==> config.mk <==
export PLATFORM = sky130hd
export DESIGN_NAME = fps_flash_ctrl
export DESIGN_NICKNAME = d
export VERILOG_FILES = /design/src/rtl/fps_pkg.sv /design/src/rtl/fps_flash_ctrl.sv /design/src/rtl/fps_option.sv
export SDC_FILE = /design/constraint.sdc
export NUM_CORES = 1
export LEC_CHECK = 0
export ABC_AREA = 1
export BUFFER_PORTS_ARGS = -buffer_cell sky130_fd_sc_hd__buf_2
export CORE_MARGIN = 1.5
export CORE_UTILIZATION = 45
export CTS_CLUSTER_DIAMETER = 50
export DETAILED_ROUTE_END_ITERATION = 16
export GPL_ROUTABILITY_DRIVEN = 0
export PLACE_DENSITY_LB_ADDON = 0.25
export SYNTH_ARGS = -nofsm -noshare
export SYNTH_HDL_FRONTEND = slang
export SYNTH_SLANG_ARGS = --single-unit
==> constraint.sdc <==
create_clock -name i_clk -period 2.6 [get_ports i_clk]
set_input_delay 0.78 -clock i_clk [delete_from_list [all_inputs] [get_ports i_clk]]
set_output_delay 0.78 -clock i_clk [all_outputs]
set_load 0.01 [all_outputs]
==> src/rtl/fps_pkg.sv <==
// Purpose: shared constants and carriers for the flash program/erase and security block
// Assumes: 14-bit byte addresses, 8-bit data, one 100 MHz clock
// Notes: every offset, field position, reset value and timing count lives here once
package fps_pkg;

  // ----------------------------------------------------------------
  // widths and address map
  // ----------------------------------------------------------------
  localparam int ADDR_W = 14;
  localparam int DATA_W = 8;
  localparam logic [13:0] FLASH_OPTION_WORKING_ADDR = 14'h0250;
  localparam logic [13:0] FLASH_CONTROL_ADDR = 14'h0251;
  localparam logic [13:0] FLASH_OPTION_NONVOLATILE_ADDR = 14'h3FFC;
  // paging window is the 64-byte block 0x00C0..0x00FF, i.e. block number 0x03
  localparam logic [7:0] WINDOW_BLOCK = 8'h03;
  localparam int ROW_LSB = 6;
  localparam int FLASH_ADDR_MSB = 13;

  // ----------------------------------------------------------------
  // field positions and reset values
  // ----------------------------------------------------------------
  localparam int FLASH_CONTROL_PGM_BIT = 0;
  localparam int FLASH_CONTROL_MASS_BIT = 2;
  localparam int FLASH_CONTROL_HV_BIT = 3;
  localparam int FLASH_OPTION_WORKING_SEC_BIT = 0;
  localparam logic [7:0] FLASH_CONTROL_RESET = 8'h00;
  localparam logic [7:0] RDATA_RESET = 8'h00;

  // ----------------------------------------------------------------
  // timing
  // ----------------------------------------------------------------
  localparam int CLK_PERIOD_NS = 10;
  localparam int SETUP_TO_HV_NS = 5000;
  // least time, so round up
  localparam int SETUP_TO_HV_CYCLES = (SETUP_TO_HV_NS + CLK_PERIOD_NS - 1) / CLK_PERIOD_NS;

  // ----------------------------------------------------------------
  // carriers
  // ----------------------------------------------------------------
  typedef struct packed {
    logic wr;
    logic rd;
    logic debug;
    logic [13:0] addr;
    logic [7:0] wdata;
  } fps_bus_req_t;

  typedef struct packed {
    logic latch;
    logic program_select;
    logic mass_erase;
    logic high_voltage_enable;
    logic [13:0] addr;
    logic [7:0] data;
  } fps_array_cmd_t;

  typedef struct packed {
    logic hit;
    logic [13:0] phys;
  } fps_target_t;

  typedef enum logic [1:0] {
    FPS_IDLE,
    FPS_SETUP,
    FPS_READY,
    FPS_HV
  } fps_state_t;

endpackage : fps_pkg

==> src/rtl/fps_flash_ctrl.sv <==
// Overview of operation
// program one 64-byte aligned row at a time
// with program select set, window write latches target
// host maps page, writes, waits 5 us setup
// host waits, writes each byte, holds 20-40 us
// host clears select, holds, clears high voltage
// mass erase: select, write, setup, high voltage
// host keeps the step order; gaps allowed
// host runs sequence from RAM or debug
// high voltage only with select and sequence
// mass erase select is bit 2, read/write
// program and mass select never both one
// program select writes ignored while secured
// option byte copied at reset, upper bits zero
// option bit 0: zero secured, one open
// secured: debug flash reads return zeros
// security takes effect at the next reset
// mass erase via debug then reset unsecures
// secured normal boot clears debug pin enable
// page register maps 64-byte blocks; 0x80+ flash
// high voltage request without select is ignored
//
// Purpose: flash control register, program/erase sequencer and security gating
// Assumes: bus requests and inputs are synchronous to i_clk; page register is external
// Notes: read data appear one cycle after the read request, with o_rvalid
`timescale 1ns/1ns
module fps_flash_ctrl #(
  parameter int unsigned SETUP_CYCLES = fps_pkg::SETUP_TO_HV_CYCLES
) (
  input wire logic i_clk,
  input wire logic i_rst_n,
  input wire fps_pkg::fps_bus_req_t i_bus,
  input wire logic [7:0] i_page_select,
  input wire logic i_mode_select_pin,
  input wire logic [7:0] i_flash_option_nonvolatile,
  input wire logic [7:0] i_array_rdata,
  output logic [7:0] o_rdata,
  output logic o_rvalid,
  output logic o_read_blocked,
  output fps_pkg::fps_array_cmd_t o_array_cmd,
  output logic [7:0] o_flash_option_working,
  output logic o_secured,
  output logic o_debug_pin_enable,
  output logic o_debug_blocked
);

  // ----------------------------------------------------------------
  // address mapping
  // ----------------------------------------------------------------
  // window block goes through the page register; direct addresses at 0x2000+
  // are flash too, which is how the debug controller reaches it
  function automatic fps_pkg::fps_target_t fps_map(
    input logic [13:0] addr,
    input logic [7:0] page
  );
    fps_pkg::fps_target_t t;
    t.hit = 1'b0;
    t.phys = addr;
    if (addr[13:fps_pkg::ROW_LSB] == fps_pkg::WINDOW_BLOCK) begin
      t.phys = {page, addr[fps_pkg::ROW_LSB-1:0]};
      t.hit = page[7];
    end else if (addr[fps_pkg::FLASH_ADDR_MSB]) begin
      t.hit = 1'b1;
    end
    return t;
  endfunction : fps_map

  // ----------------------------------------------------------------
  // option and security state
  // ----------------------------------------------------------------
  fps_option u_option (
    .i_clk(i_clk),
    .i_rst_n(i_rst_n),
    .i_flash_option_nonvolatile(i_flash_option_nonvolatile),
    .i_mode_select_pin(i_mode_select_pin),
    .o_flash_option_working(o_flash_option_working),
    .o_secured(o_secured),
    .o_debug_pin_enable(o_debug_pin_enable),
    .o_debug_blocked(o_debug_blocked)
  );

  // ----------------------------------------------------------------
  // request decode
  // ----------------------------------------------------------------
  fps_pkg::fps_state_t state;
  fps_pkg::fps_state_t next_state;
  fps_pkg::fps_target_t tgt;
  logic [15:0] setup_cnt;
  logic [7:0] row;
  logic wr_flash_control;
  logic flash_wr;
  logic sel;
  logic want_pgm;
  logic want_mass;
  logic want_hv;
  logic next_pgm;
  logic next_mass;
  logic next_hv;
  logic setup_done;
  logic take_first;
  logic take_byte;
  logic [7:0] flash_control_value;

  assign tgt = fps_map(i_bus.addr, i_page_select);
  assign wr_flash_control = i_bus.wr && (i_bus.addr == fps_pkg::FLASH_CONTROL_ADDR);
  assign flash_wr = i_bus.wr && tgt.hit;
  assign sel = o_array_cmd.program_select | o_array_cmd.mass_erase;
  assign want_pgm = i_bus.wdata[fps_pkg::FLASH_CONTROL_PGM_BIT];
  assign want_mass = i_bus.wdata[fps_pkg::FLASH_CONTROL_MASS_BIT];
  assign want_hv = i_bus.wdata[fps_pkg::FLASH_CONTROL_HV_BIT];
  assign setup_done = setup_cnt == 16'(SETUP_CYCLES - 1);

  always_comb begin
    flash_control_value = fps_pkg::FLASH_CONTROL_RESET;
    flash_control_value[fps_pkg::FLASH_CONTROL_PGM_BIT] = o_array_cmd.program_select;
    flash_control_value[fps_pkg::FLASH_CONTROL_MASS_BIT] = o_array_cmd.mass_erase;
    flash_control_value[fps_pkg::FLASH_CONTROL_HV_BIT] = o_array_cmd.high_voltage_enable;
  end

  // ----------------------------------------------------------------
  // control register write
  // ----------------------------------------------------------------
  // a select bit may only rise while the other is clear and not requested in
  // the same write, so the pair can never reach 11
  always_comb begin
    next_pgm = o_array_cmd.program_select;
    next_mass = o_array_cmd.mass_erase;
    next_hv = o_array_cmd.high_voltage_enable;
    if (wr_flash_control) begin
      if (!o_secured) begin
        if (!want_pgm) begin
          next_pgm = 1'b0;
        end else if (!o_array_cmd.mass_erase && !want_mass) begin
          next_pgm = 1'b1;
        end
      end
      if (!want_mass) begin
        next_mass = 1'b0;
      end else if (!o_array_cmd.program_select && !want_pgm) begin
        next_mass = 1'b1; // see
      end
      if (!want_hv) begin
        next_hv = 1'b0;
      end else if (sel && state == fps_pkg::FPS_READY) begin
        next_hv = 1'b1;
      end
      // otherwise the request is dropped with no side effect, see
    end
  end

  // ----------------------------------------------------------------
  // sequencer
  // ----------------------------------------------------------------
  // first write after a select is the target; mass erase accepts any flash
  // address, including one reached directly by the debug controller
  assign take_first = state == fps_pkg::FPS_IDLE && sel && !o_array_cmd.high_voltage_enable
                      && flash_wr; // see see
  // later bytes must stay in the row that the first write opened
  assign take_byte = state == fps_pkg::FPS_HV && o_array_cmd.program_select && flash_wr
                     && tgt.phys[13:fps_pkg::ROW_LSB] == row; // see

  always_comb begin
    next_state = state;
    case (state)
      fps_pkg::FPS_IDLE: begin
        if (take_first) begin
          next_state = fps_pkg::FPS_SETUP;
        end
      end
      fps_pkg::FPS_SETUP: begin
        if (!(next_pgm | next_mass)) begin
          next_state = fps_pkg::FPS_IDLE;
        end else if (setup_done) begin
          next_state = fps_pkg::FPS_READY;
        end
      end
      fps_pkg::FPS_READY: begin
        if (next_hv) begin
          next_state = fps_pkg::FPS_HV;
        end else if (!(next_pgm | next_mass)) begin
          next_state = fps_pkg::FPS_IDLE;
        end
      end
      fps_pkg::FPS_HV: begin
        // select may drop first; the sequence ends when high voltage goes
        if (!next_hv) begin
          next_state = fps_pkg::FPS_IDLE; // see
        end
      end
      default: begin
        next_state = fps_pkg::FPS_IDLE;
      end
    endcase
  end

  always_ff @(posedge i_clk) begin
    if (!i_rst_n) begin
      state <= fps_pkg::FPS_IDLE;
    end else begin
      state <= next_state;
    end
  end

  // the device cannot see where code runs from; it only times the setup
  always_ff @(posedge i_clk) begin
    if (!i_rst_n) begin
      setup_cnt <= 16'h0000;
    end else if (state != fps_pkg::FPS_SETUP) begin
      setup_cnt <= 16'h0000;
    end else if (!setup_done) begin
      setup_cnt <= setup_cnt + 16'h0001; // see
    end
  end

  always_ff @(posedge i_clk) begin
    if (!i_rst_n) begin
      row <= 8'h00;
    end else if (take_first) begin
      row <= tgt.phys[13:fps_pkg::ROW_LSB];
    end
  end

  // ----------------------------------------------------------------
  // array command register
  // ----------------------------------------------------------------
  always_ff @(posedge i_clk) begin
    if (!i_rst_n) begin
      o_array_cmd <= '0;
    end else begin
      o_array_cmd.program_select <= next_pgm;
      o_array_cmd.mass_erase <= next_mass;
      o_array_cmd.high_voltage_enable <= next_hv;
      o_array_cmd.latch <= take_first | take_byte;
      if (take_first | take_byte) begin
        o_array_cmd.addr <= tgt.phys;
        o_array_cmd.data <= i_bus.wdata;
      end
    end
  end

  // ----------------------------------------------------------------
  // read path
  // ----------------------------------------------------------------
  always_ff @(posedge i_clk) begin
    if (!i_rst_n) begin
      o_rdata <= fps_pkg::RDATA_RESET;
      o_rvalid <= 1'b0;
      o_read_blocked <= 1'b0;
    end else begin
      o_rvalid <= i_bus.rd;
      o_read_blocked <= 1'b0;
      o_rdata <= fps_pkg::RDATA_RESET;
      if (i_bus.rd) begin
        if (i_bus.addr == fps_pkg::FLASH_OPTION_WORKING_ADDR) begin
          o_rdata <= o_flash_option_working;
        end else if (i_bus.addr == fps_pkg::FLASH_CONTROL_ADDR) begin
          o_rdata <= flash_control_value;
        end else if (tgt.hit) begin
          // ram and registers stay open; only the flash is hidden
          if (o_secured && (i_bus.debug || o_debug_pin_enable)) begin
            o_read_blocked <= 1'b1;
          end else begin
            o_rdata <= i_array_rdata;
          end
        end
      end
    end
  end
endmodule : fps_flash_ctrl

==> src/rtl/fps_option.sv <==
// Purpose: working option register and security/debug state captured at reset
// Assumes: i_flash_option_nonvolatile shows the nonvolatile option byte while reset is held
// Notes: contents change only during reset, so security follows the next reset only
`timescale 1ns/1ns
module fps_option (
  input wire logic i_clk,
  input wire logic i_rst_n,
  input wire logic [7:0] i_flash_option_nonvolatile,
  input wire logic i_mode_select_pin,
  output logic [7:0] o_flash_option_working,
  output logic o_secured,
  output logic o_debug_pin_enable,
  output logic o_debug_blocked
);

  // ----------------------------------------------------------------
  // reset-time capture
  // ----------------------------------------------------------------
  // synchronous reset, so taking a port value here is a clocked capture
  always_ff @(posedge i_clk) begin
    if (!i_rst_n) begin
      o_flash_option_working <= {7'h00, i_flash_option_nonvolatile[fps_pkg::FLASH_OPTION_WORKING_SEC_BIT]};
      o_secured <= ~i_flash_option_nonvolatile[fps_pkg::FLASH_OPTION_WORKING_SEC_BIT]; // see
    end
  end

  always_ff @(posedge i_clk) begin
    if (!i_rst_n) begin
      // secured boot into normal mode kills the debug path
      o_debug_pin_enable <= ~(~i_flash_option_nonvolatile[fps_pkg::FLASH_OPTION_WORKING_SEC_BIT] & i_mode_select_pin);
      o_debug_blocked <= ~i_flash_option_nonvolatile[fps_pkg::FLASH_OPTION_WORKING_SEC_BIT] & i_mode_select_pin;
    end
  end
endmodule : fps_option

Word level (Yosys, flattened, before mapping)
Cells that the tools add are included.
- $add $sub $neg: 1
- equality and inequality tests: 13
- mux-type cells: 25
- bitwise logic cells: 10
- reduce and logical (&&, ||, !) cells: 25
- operators by type and width (cell ; count):
    equality test 14 x 10 -> 1 bit (second input constant) ; 2
    adder 16 x 1 -> 16 bit (second input constant) ; 1
    equality test 16 x 9 -> 1 bit (second input constant) ; 1
    two-way mux 1 bit ; 14
    two-way mux 14 bit ; 1
    logical AND 1 bit ; 12
    two-way mux 2 bit ; 6
    two-way mux 4 bit ; 3
    OR reduction 5 bit ; 2
    equality test 8 x 2 -> 1 bit (second input constant) ; 1
    equality test 8 bit ; 1
    case mux 2 bit (4 select lines) ; 1
    != test 3 bit (second input constant) ; 2
    NOT 1 bit ; 6
    zero test 1 bit ; 5
    equality test 2 bit (second input constant) ; 2
    != test 2 bit (second input constant) ; 2
    AND reduction 4 bit ; 1
    OR reduction 2 bit ; 2
    OR 1 bit ; 3
    equality test 2 x 1 -> 1 bit (second input constant) ; 1
    zero test 2 bit ; 1
    != test 2 x 1 -> 1 bit (second input constant) ; 1
    AND reduction 2 bit ; 1
    other kinds (2) ; 2
- register bits: 66
- bits of input ports: 52
- output and inout port bits: 47
- logic and storage cells: 92

Logic depth before layout (Yosys ltp)
- depth after elaboration: 10
- gate-level depth with buffers: 16
- mapped depth without buffers: 15

Cells and area by module
From an unflattened synthesis, not the netlist that was laid out.
- cells, all modules: 480
- area, all modules: 3230.6 um^2
- modules (own cells, without submodules) (module ; instances ; cells an instance ; area an instance (um^2) ; seq. area each (um^2)):
    fps_flash_ctrl ; 1 ; 463 ; 3035.4 ; 1241.2
    fps_option ; 1 ; 17 ; 195.2 ; 120.1

Worst setup path before layout
No wires, ideal clock.
- path kind: input port to flip-flop
- start: in i_bus[21] in the netlist's numbering
- end: reg o_array_cmd[14] in the netlist's numbering
- library setup time: 113 ps
- arrival: 2069 ps
- data required time: 2487 ps
- setup slack: 418 ps
- stages on the path: 16
- path buffers: 2
- path through: inv_2 > nand2_2 > nor2_4 > buf_2 > nand3b_1 > nand2_1 > nand2_1 > nand2_1 > nand2_1 > nor2_2 > nand2_2 > buf_6 > nand2_2 > nand2_1 > nand2_1 > nor2_1
- longest elaborated chain between the ends: 6
- elaborated cells on any way between the ends: 10
- classes of those cells: eq/ne (2); mux (3); bitwise (1); reduce/logical (4)
- ends and longest elaborated chain (item ; RTL line ; RTL):
    start, declared ; fps_flash_ctrl.sv:32 ; input wire fps_pkg::fps_bus_req_t i_bus,
    branches (longest 6 deep; another with two-way mux 14 bit) ; -- ;
    end, declared ; fps_flash_ctrl.sv:40 ; output fps_pkg::fps_array_cmd_t o_array_cmd,
Parallel ways; which one is timed is not known.
A chain may end at the register's enable or synchronous reset.

Worst setup path in the final report
- start: in i_bus[18] in the netlist's numbering
- end: reg o_array_cmd[5] in the netlist's numbering
- longest elaborated chain between the ends: 6
- elaborated cells on any way between the ends: 9
- classes of those cells: eq/ne (2); mux (2); bitwise (1); reduce/logical (4)
- ends and longest elaborated chain (item ; RTL line ; RTL):
    branches (longest 5 deep; another with two-way mux 14 bit) ; -- ;
    OR 1 bit * ; fps_flash_ctrl.sv:234 ; if (take_first | take_byte) begin
Every way passes the cells marked *.

==> results.cfg <==
[synth]
yosysTopAreaCell = dfxtp_1
synth_seq_cells = 66
synth_top_area_share_pct = 38.29
ys.flop_type = dfxtp_1
synthTopCellsByCount = nand2_1 (99), nor2_1 (82), inv_1 (65), dfxtp_1 (62), nand3_1 (40)
yosysMostFrequentCell = nand2_1
async_reset_ff_share_pct = 0
ys_types = 33
synth_cells = 476
syn-cell-area_um2 = 3242
synth.avg_cell_area_um2 = 6.811
synth_edf_count = 4
synth_warnings = 0
synth.area.top_cells = dfxtp_1 (38%), nand2_1 (11%), nor2_1 (9.5%)
yosysSeqAreaShare_pct = 41.99

[cts]
cts_resized = 0
cts_max_level = 3
cts_tree = yes
post_cts_buffers = 0
clock_sinks = 66
clk_pin_slew_ns = 0.07
root_buffer = clkbuf_8
cts_buffer_depth = 2
clock_latency_ns = 0.34
cts_inserted_buffers = 9
holdBufCountCts = 0

[cells_and_area]
finalNonFillerCells = 672
finalNetCount = 625
area_delta_synth_final_pct = 22.39
drive_gt1_share_pct = 22.57
num-fill-cells = 708
insertedDiodeCount = 0

[critical_path]
cp_max_fo = 9
endpoint_kind = flip-flop
arrival_ns = 2.48
path_class = in -> reg
start_kind = input pin
crit_required_ns = 2.87

[power_and_ir_drop]
peakVddDrop_mv = 0.2765
p_leak_uw = 0.001964
powerDensity_nw_per_um2 = 535.2

[global_routing]
grt_max_degree = 30
track_usage_pct = 20.58
grt_pass1_vias = 2912
grt_overflow = 0
antenna_found_initial = 0
grt_pass1_wl_um = 12430

[sta]
fmax_mhz = 452.8
slew_viol_final = 0
worst_pin_slew_ns = 0.5431
hold_viol = 0
whs_ns = 0.4530
relSlewSlack_pct = 63.41
finalSetupTns_ns = 0
rsz0062_at_grt = false
finClkSkew_ns = 0.01046
setup_violations = 0
period_minus_slack_ns = 2.208
timing.final.crit_share_pct = 84.94

[placement]
hpwl_um = 5672
dp.cells = 657
portBuffers = 84

[detailed_routing]
remaining_drc_errors = 0
wl_um = 7402
via_count = 3149
drtPass1Iterations = 4
via_per_inst = 4.686
drt_iter0_drc = 92
wl_per_cell_um = 11.01
ant_nets = 0

[job]
drv_cap = 0

[floorplan]
dieArea_um2 = 7722
die_x_um = 87.88
pin_count = 99
rows = 30
core_area_um2 = 6869
die_height_um = 87.88
start_util_pct = 47.19

[status]
status = finished clean

[min_path]
hold_class = reg -> reg
-- critical path, cell delays in order --
cell and delay (ns):
buf_2 0.10, inv_2 0.07, nand2_2 0.08, nor2_4 0.18
buf_4 0.16, nand3b_1 0.10, nand2_1 0.12, nand2_1 0.06
nand2_1 0.06, nand2_1 0.07, nor2_2 0.11, nand2_2 0.17
buf_4 0.21, nand3b_1 0.07, nand2_1 0.06, nor2_1 0.09
-- cells in the final DEF, fill, tap and decap left out, types with 5 or more instances in the layout --
master     n
nand3_1   40
nor2_1    82
clkbuf_8  12
nor3_1    11
inv_2      5
nand3b_1  20
buf_2     84
inv_1     65
a21oi_1   24
dfxtp_1   62
nand2_1   99
conb_1     7
o21ai_0   16
nand2_2    5
buf_4     14
-- where the power goes --
| part | internal (uW) | switching (uW) | leakage, uW |
|---|---|---|---|
| Combinational | 94.4 | 163 | 0.00133 |
| Clock | 418 | 383 | 0.0000915 |
| Sequential | 1050 | 18.7 | 0.000539 |
| Total | 1560 | 565 | 0.00196 |
-- final cells by class --
| cell class | count | area [um^2] | area share (%) |
|---|---|---|---|
| Multi-Input combinational cell | 326 | 1513 | 38.13 |
| Sequential cell | 66 | 1361 | 34.31 |
| Timing Repair Buffer | 98 | 525.5 | 13.25 |
| Inverter | 71 | 266.5 | 6.717 |
| Clock buffer | 13 | 168.9 | 4.257 |
| Tap cell | 96 | 120.1 | 3.027 |
| Clock inverter | 2 | 12.51 | 0.3154 |
-- routing by layer --
metal / share of wire (%) / track usage [%]
met5: 0 / 0
met4: 1.7 / 8.658
met3: 4.6 / 4.713
met2: 48 / 35.39
met1: 46 / 24.61
-- flip-flops by register name, summed over array words and instances (netlist names) --
register                         flops
o_array_cmd                         26
setup_cnt                           16
o_rdata                              8
row                                  8
state                                2
o_read_blocked                       1
o_rvalid                             1
u_option.o_debug_blocked             1
u_option.o_debug_pin_enable          1
u_option.o_flash_option_working      1
u_option.o_secured                   1
-- stage by stage --
| step | util (%) | setup slack (ns) | cell area (um^2) | power (uW) |
|---|---|---|---|---|
| floorplan | - | 0.4180 | 3264 | 1263 |
| global placement | 55.12 | 0.1172 | 3786 | 1340 |
| detailed placement | 55.12 | 0.05615 | 3786 | 1344 |
| CTS | 57.76 | 0.3945 | 3968 | 2140 |
| global route | 57.76 | 0.1329 | 3968 | 2223 |
| finish | 57.76 | 0.3917 | 3968 | 2123 |
-- cell families (layout without fill, tap and decap cells) --
family | Yosys count | after routing | synth area share [%]
flip-flops | 66 | 66 | 41.99
AND/OR/NAND/NOR | 269 | 269 | 37.01
AO/OA/AOI/OAI | 48 | 48 | 8.183
adder cells (fa/ha/maj) | 1 | 1 | 0.3859
buffers and inverters | 90 | 184 | 12.04
XOR/XNOR | 1 | 1 | 0.2702
other | 1 | 7 | 0.1157
-- final timing paths --
check,startpoint,endpoint,slack (ns),depth (start not counted)
setup / recovery,i_bus[18],o_array_cmd[5],0.39,16
setup reg to reg,setup_cnt[0],setup_cnt[14],0.65,11
hold reg to reg,row[7],row[7],0.45,2
hold / removal,row[7],row[7],0.45,2
Power figures use the tool's default switching activity.
